<file path="src/verilog/scip_pkg.sv">
// Package with the constants and types shared by both ends of the control-pin link
package scip_pkg;
	// Least low time of the NMI pin before its rising edge, in clocks
	localparam int unsigned SCIP_NMI_LOW_CLKS = 4;
	// Least soft reset assertion, in clocks
	localparam int unsigned SCIP_SRST_CLKS = 15;
	// Width of the management base register
	localparam int unsigned SCIP_BASE_W = 32;
	// Reset value of the management base register (arbitrary default)
	localparam logic [31:0] SCIP_BASE_RST = 32'h0003_0000;
	// Width of the clock counters on the system side
	localparam int unsigned SCIP_CNT_W = 5;
	// Core sequencer states
	typedef enum logic [2:0] {
		SCIP_RUN,
		SCIP_SAVE,
		SCIP_MGMT,
		SCIP_RESTORE,
		SCIP_DRAIN,
		SCIP_GRANT,
		SCIP_STOPPED
	} scip_core_t;
	// Bus arbitration states
	typedef enum logic [1:0] {
		SCIP_BUS_OWN,
		SCIP_BUS_WAIT,
		SCIP_BUS_HOLD
	} scip_bus_t;
endpackage

</file>
<file path="src/verilog/scip_if.sv">
// Interface carrying the control pins between the processor and the system logic
interface scip_if;
	logic nmi;
	logic soft_restart_in;
	logic sys_mgmt_irq_n;
	logic mgmt_active_n;
	logic clock_halt_req_n;
	logic stop_grant;
	logic internal_bus_want;
	logic hold_req;
	logic bus_yield_ack;
	logic bus_float;
	// Processor end
	modport cpu (
		input nmi,
		input soft_restart_in,
		input sys_mgmt_irq_n,
		input clock_halt_req_n,
		input hold_req,
		output mgmt_active_n,
		output stop_grant,
		output internal_bus_want,
		output bus_yield_ack,
		output bus_float
	);
	// System logic end
	modport sys (
		output nmi,
		output soft_restart_in,
		output sys_mgmt_irq_n,
		output clock_halt_req_n,
		output hold_req,
		input mgmt_active_n,
		input stop_grant,
		input internal_bus_want,
		input bus_yield_ack,
		input bus_float
	);
endinterface

</file>
<file path="src/verilog/scip_cpu.sv">
// Processor end: control-pin sequencing for NMI, soft reset, management mode, halt and hold
module scip_cpu
	import scip_pkg::*;
(
	input wire logic ref_clk,
	input wire logic resetn,
	scip_if.cpu pins,
	input wire logic instr_boundary,
	input wire logic rep_iteration,
	input wire logic locked_seq,
	input wire logic bus_cycle_busy,
	input wire logic bus_req_core,
	input wire logic drained,
	input wire logic resume_from_mgmt_instr,
	input wire logic save_done,
	input wire logic restore_done,
	input wire logic nmi_take,
	input wire logic [31:0] base_wdata,
	input wire logic base_we,
	output logic nmi_pending,
	output logic soft_reset_pulse,
	output logic core_stopped,
	output logic in_mgmt,
	output logic [31:0] mgmt_base_reg
);
	// Synchroniser stages: first stage is read only by the second
	logic [3:0] sync1_reg, sync1_next;
	logic [3:0] sync2_reg, sync2_next;
	logic [3:0] sync3_reg, sync3_next;
	// Pending flags for NMI and management irq, edge history for soft reset
	logic nmi_pend_reg, nmi_pend_next;
	logic smi_pend_reg, smi_pend_next;
	logic srst_prev_reg, srst_prev_next;
	logic srst_pulse_reg, srst_pulse_next;
	scip_core_t core_reg, core_next;
	scip_bus_t bus_reg, bus_next;
	logic active_n_reg, active_n_next;
	logic grant_reg, grant_next;
	logic want_reg, want_next;
	logic ack_reg, ack_next;
	logic float_reg, float_next;
	logic [31:0] base_reg, base_next;
	// Registered status copies so these outputs come straight from flops
	logic stopped_reg, stopped_next;
	logic mgmt_reg, mgmt_next;
	// Synchronised levels: 0 nmi, 1 soft reset, 2 mgmt irq, 3 halt
	logic nmi_s, srst_s, smi_n_s, halt_n_s;
	logic nmi_rise, smi_fall, at_boundary, srst_active;

	// Input synchroniser next values
	always_comb begin
		sync1_next = {~pins.clock_halt_req_n, ~pins.sys_mgmt_irq_n,
			pins.soft_restart_in, pins.nmi};
		sync2_next = sync1_reg;
		sync3_next = sync2_reg;
	end

	// Synchroniser registers; idle levels after reset
	always_ff @(posedge ref_clk or negedge resetn) begin
		if (!resetn) begin
			sync1_reg <= 4'h0;
			sync2_reg <= 4'h0;
			sync3_reg <= 4'h0;
		end else begin
			sync1_reg <= sync1_next;
			sync2_reg <= sync2_next;
			sync3_reg <= sync3_next;
		end
	end

	// Decoded edges, taken from the second stage and its delayed copy only
	always_comb begin
		nmi_s = sync2_reg[0];
		srst_s = sync2_reg[1];
		smi_n_s = ~sync2_reg[2];
		halt_n_s = ~sync2_reg[3];
		nmi_rise = nmi_s & ~sync3_reg[0];
		smi_fall = ~smi_n_s & ~sync3_reg[2];
		at_boundary = instr_boundary | rep_iteration;
		srst_active = srst_s;
	end

	// Next state of the sequencers and pins
	always_comb begin
		nmi_pend_next = nmi_pend_reg;
		smi_pend_next = smi_pend_reg;
		srst_prev_next = srst_s;
		srst_pulse_next = 1'b0;
		core_next = core_reg;
		bus_next = bus_reg;
		active_n_next = active_n_reg;
		grant_next = 1'b0;
		want_next = bus_req_core;
		ack_next = ack_reg;
		float_next = float_reg;
		base_next = base_reg;
		if (nmi_take)
			nmi_pend_next = 1'b0;
		if (nmi_rise)
			nmi_pend_next = 1'b1;
		if (smi_fall)
			smi_pend_next = 1'b1;
		if (base_we)
			base_next = base_wdata;
		case (core_reg)
			SCIP_RUN: begin
				if (smi_pend_reg && at_boundary && !locked_seq) begin
					core_next = SCIP_SAVE;
					active_n_next = 1'b0;
					smi_pend_next = smi_fall;
				end else if (!halt_n_s && instr_boundary && !nmi_pend_reg) begin
					core_next = SCIP_DRAIN;
				end
			end
			SCIP_SAVE: begin
				// State save cycles run to completion
				if (save_done)
					core_next = SCIP_MGMT;
			end
			SCIP_MGMT: begin
				if (resume_from_mgmt_instr)
					core_next = SCIP_RESTORE;
			end
			SCIP_RESTORE: begin
				if (restore_done) begin
					core_next = SCIP_RUN;
					active_n_next = 1'b1;
				end
			end
			SCIP_DRAIN: begin
				if (drained && !bus_cycle_busy && bus_reg == SCIP_BUS_OWN) begin
					core_next = SCIP_GRANT;
					grant_next = 1'b1;
				end
			end
			SCIP_GRANT: begin
				// One-clock stop grant cycle done
				core_next = SCIP_STOPPED;
			end
			SCIP_STOPPED: begin
				if (halt_n_s)
					core_next = SCIP_RUN;
			end
			default: begin
				core_next = SCIP_RUN;
			end
		endcase
		case (bus_reg)
			SCIP_BUS_OWN: begin
				if (pins.hold_req)
					bus_next = SCIP_BUS_WAIT;
			end
			SCIP_BUS_WAIT: begin
				if (!pins.hold_req) begin
					bus_next = SCIP_BUS_OWN;
				end else if (!bus_cycle_busy && !locked_seq && !grant_next) begin
					bus_next = SCIP_BUS_HOLD;
					ack_next = 1'b1;
					float_next = 1'b1;
				end
			end
			SCIP_BUS_HOLD: begin
				if (!pins.hold_req) begin
					bus_next = SCIP_BUS_OWN;
					ack_next = 1'b0;
					float_next = 1'b0;
				end
			end
			default: begin
				bus_next = SCIP_BUS_OWN;
			end
		endcase
		if (srst_active) begin
			srst_pulse_next = ~srst_prev_reg;
			nmi_pend_next = 1'b0;
			smi_pend_next = 1'b0;
			core_next = SCIP_RUN;
			bus_next = SCIP_BUS_OWN;
			active_n_next = 1'b1;
			grant_next = 1'b0;
			ack_next = 1'b0;
			float_next = 1'b0;
			base_next = base_reg;
		end
		// Status follows the next state so it lines up with the pins
		stopped_next = (core_next == SCIP_STOPPED);
		mgmt_next = ~active_n_next;
	end

	// Sequencer registers; hard reset also restores the base
	always_ff @(posedge ref_clk or negedge resetn) begin
		if (!resetn) begin
			nmi_pend_reg <= 1'b0;
			smi_pend_reg <= 1'b0;
			srst_prev_reg <= 1'b0;
			srst_pulse_reg <= 1'b0;
			core_reg <= SCIP_RUN;
			bus_reg <= SCIP_BUS_OWN;
			active_n_reg <= 1'b1;
			grant_reg <= 1'b0;
			want_reg <= 1'b0;
			ack_reg <= 1'b0;
			float_reg <= 1'b0;
			base_reg <= SCIP_BASE_RST;
			stopped_reg <= 1'b0;
			mgmt_reg <= 1'b0;
		end else begin
			nmi_pend_reg <= nmi_pend_next;
			smi_pend_reg <= smi_pend_next;
			srst_prev_reg <= srst_prev_next;
			srst_pulse_reg <= srst_pulse_next;
			core_reg <= core_next;
			bus_reg <= bus_next;
			active_n_reg <= active_n_next;
			grant_reg <= grant_next;
			want_reg <= want_next;
			ack_reg <= ack_next;
			float_reg <= float_next;
			base_reg <= base_next;
			stopped_reg <= stopped_next;
			mgmt_reg <= mgmt_next;
		end
	end

	assign pins.internal_bus_want = want_reg;
	assign pins.mgmt_active_n = active_n_reg;
	assign pins.stop_grant = grant_reg;
	assign pins.bus_yield_ack = ack_reg;
	assign pins.bus_float = float_reg;
	assign nmi_pending = nmi_pend_reg;
	assign soft_reset_pulse = srst_pulse_reg;
	assign core_stopped = stopped_reg;
	assign in_mgmt = mgmt_reg;
	assign mgmt_base_reg = base_reg;
endmodule

</file>
<file path="src/flat_wrapper.sv">
// flat-port wrapper written by rule: the top's interface ports become plain ports
module scip_cpu_flat import scip_pkg::*;
  (ref_clk, resetn, instr_boundary, rep_iteration, locked_seq, bus_cycle_busy, bus_req_core, drained, resume_from_mgmt_instr, save_done, restore_done, nmi_take, base_wdata, base_we, nmi_pending, soft_reset_pulse, core_stopped, in_mgmt, mgmt_base_reg, pins_nmi, pins_soft_restart_in, pins_sys_mgmt_irq_n, pins_clock_halt_req_n, pins_hold_req, pins_mgmt_active_n, pins_stop_grant, pins_internal_bus_want, pins_bus_yield_ack, pins_bus_float);
  scip_if pins_i ();
  input wire logic ref_clk;
  input wire logic resetn;
  input wire logic instr_boundary;
  input wire logic rep_iteration;
  input wire logic locked_seq;
  input wire logic bus_cycle_busy;
  input wire logic bus_req_core;
  input wire logic drained;
  input wire logic resume_from_mgmt_instr;
  input wire logic save_done;
  input wire logic restore_done;
  input wire logic nmi_take;
  input wire logic [31:0] base_wdata;
  input wire logic base_we;
  output logic nmi_pending;
  output logic soft_reset_pulse;
  output logic core_stopped;
  output logic in_mgmt;
  output logic [31:0] mgmt_base_reg;
  input wire logic [$bits(pins_i.nmi)-1:0] pins_nmi;
  input wire logic [$bits(pins_i.soft_restart_in)-1:0] pins_soft_restart_in;
  input wire logic [$bits(pins_i.sys_mgmt_irq_n)-1:0] pins_sys_mgmt_irq_n;
  input wire logic [$bits(pins_i.clock_halt_req_n)-1:0] pins_clock_halt_req_n;
  input wire logic [$bits(pins_i.hold_req)-1:0] pins_hold_req;
  output wire logic [$bits(pins_i.mgmt_active_n)-1:0] pins_mgmt_active_n;
  output wire logic [$bits(pins_i.stop_grant)-1:0] pins_stop_grant;
  output wire logic [$bits(pins_i.internal_bus_want)-1:0] pins_internal_bus_want;
  output wire logic [$bits(pins_i.bus_yield_ack)-1:0] pins_bus_yield_ack;
  output wire logic [$bits(pins_i.bus_float)-1:0] pins_bus_float;
  assign pins_i.nmi = pins_nmi;
  assign pins_i.soft_restart_in = pins_soft_restart_in;
  assign pins_i.sys_mgmt_irq_n = pins_sys_mgmt_irq_n;
  assign pins_i.clock_halt_req_n = pins_clock_halt_req_n;
  assign pins_i.hold_req = pins_hold_req;
  assign pins_mgmt_active_n = pins_i.mgmt_active_n;
  assign pins_stop_grant = pins_i.stop_grant;
  assign pins_internal_bus_want = pins_i.internal_bus_want;
  assign pins_bus_yield_ack = pins_i.bus_yield_ack;
  assign pins_bus_float = pins_i.bus_float;
  scip_cpu u_core (.ref_clk(ref_clk), .resetn(resetn), .pins(pins_i), .instr_boundary(instr_boundary), .rep_iteration(rep_iteration), .locked_seq(locked_seq), .bus_cycle_busy(bus_cycle_busy), .bus_req_core(bus_req_core), .drained(drained), .resume_from_mgmt_instr(resume_from_mgmt_instr), .save_done(save_done), .restore_done(restore_done), .nmi_take(nmi_take), .base_wdata(base_wdata), .base_we(base_we), .nmi_pending(nmi_pending), .soft_reset_pulse(soft_reset_pulse), .core_stopped(core_stopped), .in_mgmt(in_mgmt), .mgmt_base_reg(mgmt_base_reg));
endmodule
</file>
<file path="config.mk">
export PLATFORM = sky130hd
export DESIGN_NAME = scip_cpu_flat
export DESIGN_NICKNAME = d
export VERILOG_FILES = /design/src/verilog/scip_pkg.sv /design/src/verilog/scip_if.sv /design/src/verilog/scip_cpu.sv /design/src/flat_wrapper.sv
export SDC_FILE = /design/constraint.sdc
export NUM_CORES = 1
export LEC_CHECK = 0
export BUFFER_PORTS_ARGS = -buffer_cell sky130_fd_sc_hd__buf_2
export CAP_MARGIN = 20
export CORE_ASPECT_RATIO = 0.75
export CORE_MARGIN = 5
export CORE_UTILIZATION = 51
export DETAILED_ROUTE_END_ITERATION = 12
export GPL_TIMING_DRIVEN = 0
export PLACE_DENSITY = 0.84
export REMOVE_ABC_BUFFERS = 1
export SYNTH_ARGS = -nofsm -noshare
export SYNTH_HDL_FRONTEND = slang
export SYNTH_SLANG_ARGS = --single-unit
</file>
<file path="constraint.sdc">
create_clock -name ref_clk -period 2.4 [get_ports ref_clk]
set_clock_uncertainty 0.1 [all_clocks]
set_input_delay 0.48 -clock ref_clk [delete_from_list [all_inputs] [get_ports ref_clk]]
set_output_delay 0.48 -clock ref_clk [all_outputs]
set_load 0.005 [all_outputs]
</file>
==> flow_summary.json <==
{
  "status": "finished clean",
  "gp_congestion": 0.767,
  "stdcell_area_um2": 3030,
  "crit_family": "simple AND/OR/NAND/NOR gates",
  "drt_pass1_iterations": 4,
  "p_leak_uw": 0.00144,
  "cts_tree": "done",
  "cp-startpoint": "u_core.sync2_reg[1]",
  "start_util_pct": 51.7,
  "ys_seq_elements": 57,
  "cts_buffer_depth": 2,
  "synth-simple-area-share_pct": 8.99,
  "setup_violations": 0,
  "synth_compound_area_share_pct": 5.73,
  "critPathSlowestCell": "nor2b_4",
  "yosysMostFrequentCell": "dfrtp_1",
  "avgSynthCellArea_um2": 14.2,
  "rsz0062_at_grt": "false",
  "worst_setup_path_start_kind": "flop",
  "die_area_um2": 5900,
  "core_um2": 4390,
  "maxSlewHeadroom_pct": 42.6,
  "synth.area.top_cells": "dfrtp_1 (60%), mux2_2 (15%), dfstp_2 (3.5%)",
  "cts-htree-levels": 3,
  "multiInputGateArea_um2": 771,
  "synth.distinct_cells": 33,
  "synth-xor-area-share_pct": 0,
  "hp-class": "in2reg",
  "grt_pass1_vias": 1614,
  "clock_sinks": 57,
  "grt_pass1_wl_mm": 7.32,
  "worstSetupPathType": "reg2reg",
  "die_y_um": 67.8,
  "synthTopCellsByCount": "dfrtp_1 (54), mux2_2 (31), a21oi_1 (7)",
  "vias": 1542,
  "fillCellCount": 339,
  "synth_fa_ha_area_share_pct": 1.65,
  "io-pin-count": 91,
  "cts_buffers": 9,
  "dp_hpwl_mm": 3.54,
  "async_reset_ff_share_pct": 100,
  "finalPower_uw": 2560,
  "ir_drop_mv": 0.554,
  "synth_top_family_by_area": "multiplexers",
  "ys_warn_count": 0,
  "post_drt_wl_per_cell_um": 14.6,
  "post_dp_cell_area_um2": 2760,
  "clk_latency_ns": 0.32,
  "largest_reg_flops": 32,
  "register_area_um2": 1430,
  "yosysSeqAreaShare_pct": 63.0,
  "root_buffer": "clkbuf_8",
  "max_freq_ghz": 0.497,
  "synth_edf_count": 0,
  "critical_path_arrival_ns": 2.11,
  "num_rows": 21,
  "cp.buffers_inverters": 0,
  "clk_pin_slew_worst_paths_ns": 0.06,
  "die_w_um": 87.0,
  "drtIter0Drc": 25,
  "area_growth_syn_to_layout_pct": 33.3,
  "slowest_delay_ns": 0.77,
  "crit_path_max_fanout": 32,
  "globalRouteOverflowTotal": 0,
  "fin_ws_ns": 0.388,
  "grt_usage_pct": 16.5,
  "p_per_area_nw_per_um2": 845,
  "ant_nets": 0,
  "layout-drive-gt1-share_pct": 57.1,
  "yosys.area.top_type": "dfrtp_1",
  "via_per_inst": 4.88,
  "post-synth-top-area-fraction_pct": 59.5,
  "fin_util_pct": 68.9,
  "dp.cells": 299,
  "max_slew.worst_pin.slew_ns": 0.859,
  "worstHoldStart": "pins_soft_restart_in",
  "syn_area_um2": 2270,
  "end_kind": "flop",
  "finalCritPeriodShare_pct": 83.8,
  "io_buffers": 90,
  "nets": 307,
  "crit_chain": "nor2b_4 > mux2_2",
  "grt_max_degree": 41,
  "regToRegStartpoint": "u_core.sync2_reg[1]",
  "hold_viol": 0,
  "wirelength_mm": 4.61,
  "dp_slack_ns": 0.392,
  "crit_required_ns": 2.50,
  "min_period_ns": 2.01,
  "yosys-mux-area-fraction_pct": 17.3,
  "diodes": 0,
  "synthCells": 160,
  "final_cells": 316,
  "maxCapViolCount": 0,
  "post-route-drc-count": 0,
  "antenna_found_initial": 0,
  "slew_violations": 0,
  "synth_top_flop_cell": "dfrtp_1"
}
final cells by class:
| cell class | instances | share of cell area, % |
|---|---|---|
| Clock buffer | 12 | 5.13 |
| Sequential cell | 57 | 47.3 |
| Inverter | 5 | 0.620 |
| Clock inverter | 4 | 3.27 |
| Multi-Input combinational cell | 89 | 25.5 |
| Tap cell | 57 | 2.36 |
| Timing Repair Buffer | 92 | 15.9 |
worst reg2reg max path, stage by stage, from the launching register on:
cell and delay, ns:
dfrtp_1 0.59, nor2b_4 0.77, mux2_2 0.43
final timing paths:
kind	end	slack [ns]	depth (start not counted)
max	u_core.mgmt_base_reg[21]	0.39	2
min	u_core.sync1_reg[1]	0.16	1
max reg2reg	u_core.mgmt_base_reg[21]	0.39	2
min reg2reg	u_core.sync2_reg[3]	0.25	0
max in group asynchronous	u_core.sync1_reg[1]	1.16	3
min in group asynchronous	u_core.mgmt_base_reg[1]	0.52	2
cells in the final DEF (no fill, tap or decap), drive strengths merged:
cell type,count
buf,91
dfrtp,54
mux2,33
clkbuf,12
a21oi,8
nand2b,6
nand2,6
nor2b,6
inv,5
nor2,5
o211ai,3
ha,3
bufinv,3
dfstp,3
or2,2
mux2i,2
nor3,2
o21ai,2
nand4bb,1
o21bai,1
or4,1
nand3b,1
a31o,1
o31ai,1
a31oi,1
or3b,1
and4b,1
o311ai,1
a211oi,1
clkinv,1
dlygate4sd3,1
power by group:
group	internal (uW)	switching [uW]	total, uW
Clock	748	351	1100
Sequential	1070	59.4	1130
Combinational	189	140	329
routing by layer:
layer | routed length [um] | up-vias | global-route usage, %
li1 | - | 740 | -
met1 | 1740 | 747 | 18.6
met2 | 2530 | 46 | 29.5
met3 | 270 | 9 | 4.88
met4 | 70 | 0 | 7.00
met5 | 0 | - | 0
kinds of logic (layout without fill, tap and decap cells):
| family | Yosys count | count (layout) |
|---|---|---|
| AO/OA/AOI/OAI | 19 | 19 |
| buffers and inverters | 14 | 113 |
| AND/OR/NAND/NOR | 32 | 32 |
| adder cells (fa/ha/maj) | 3 | 3 |
| multiplexers | 35 | 35 |
| flip-flops | 57 | 57 |
what timing repair did:
item                      in CTS  in global routing
hold buffers                   1                  0
resized for setup              0                  0
hold endpoints to repair      14                  0
buffers inserted               0                  0
metrics by stage:
| step | setup TNS [ns] | hold slack (ns) |
|---|---|---|
| finish | 0 | 0.163 |
| global route | 0 | 0.147 |
| CTS | 0 | 0.143 |
| detailed placement | 0 | 0.235 |
| global placement | -28.09 | 0.234 |
| floorplan | -7.16 | 0.0844 |
Power figures use the tool's default switching activity.
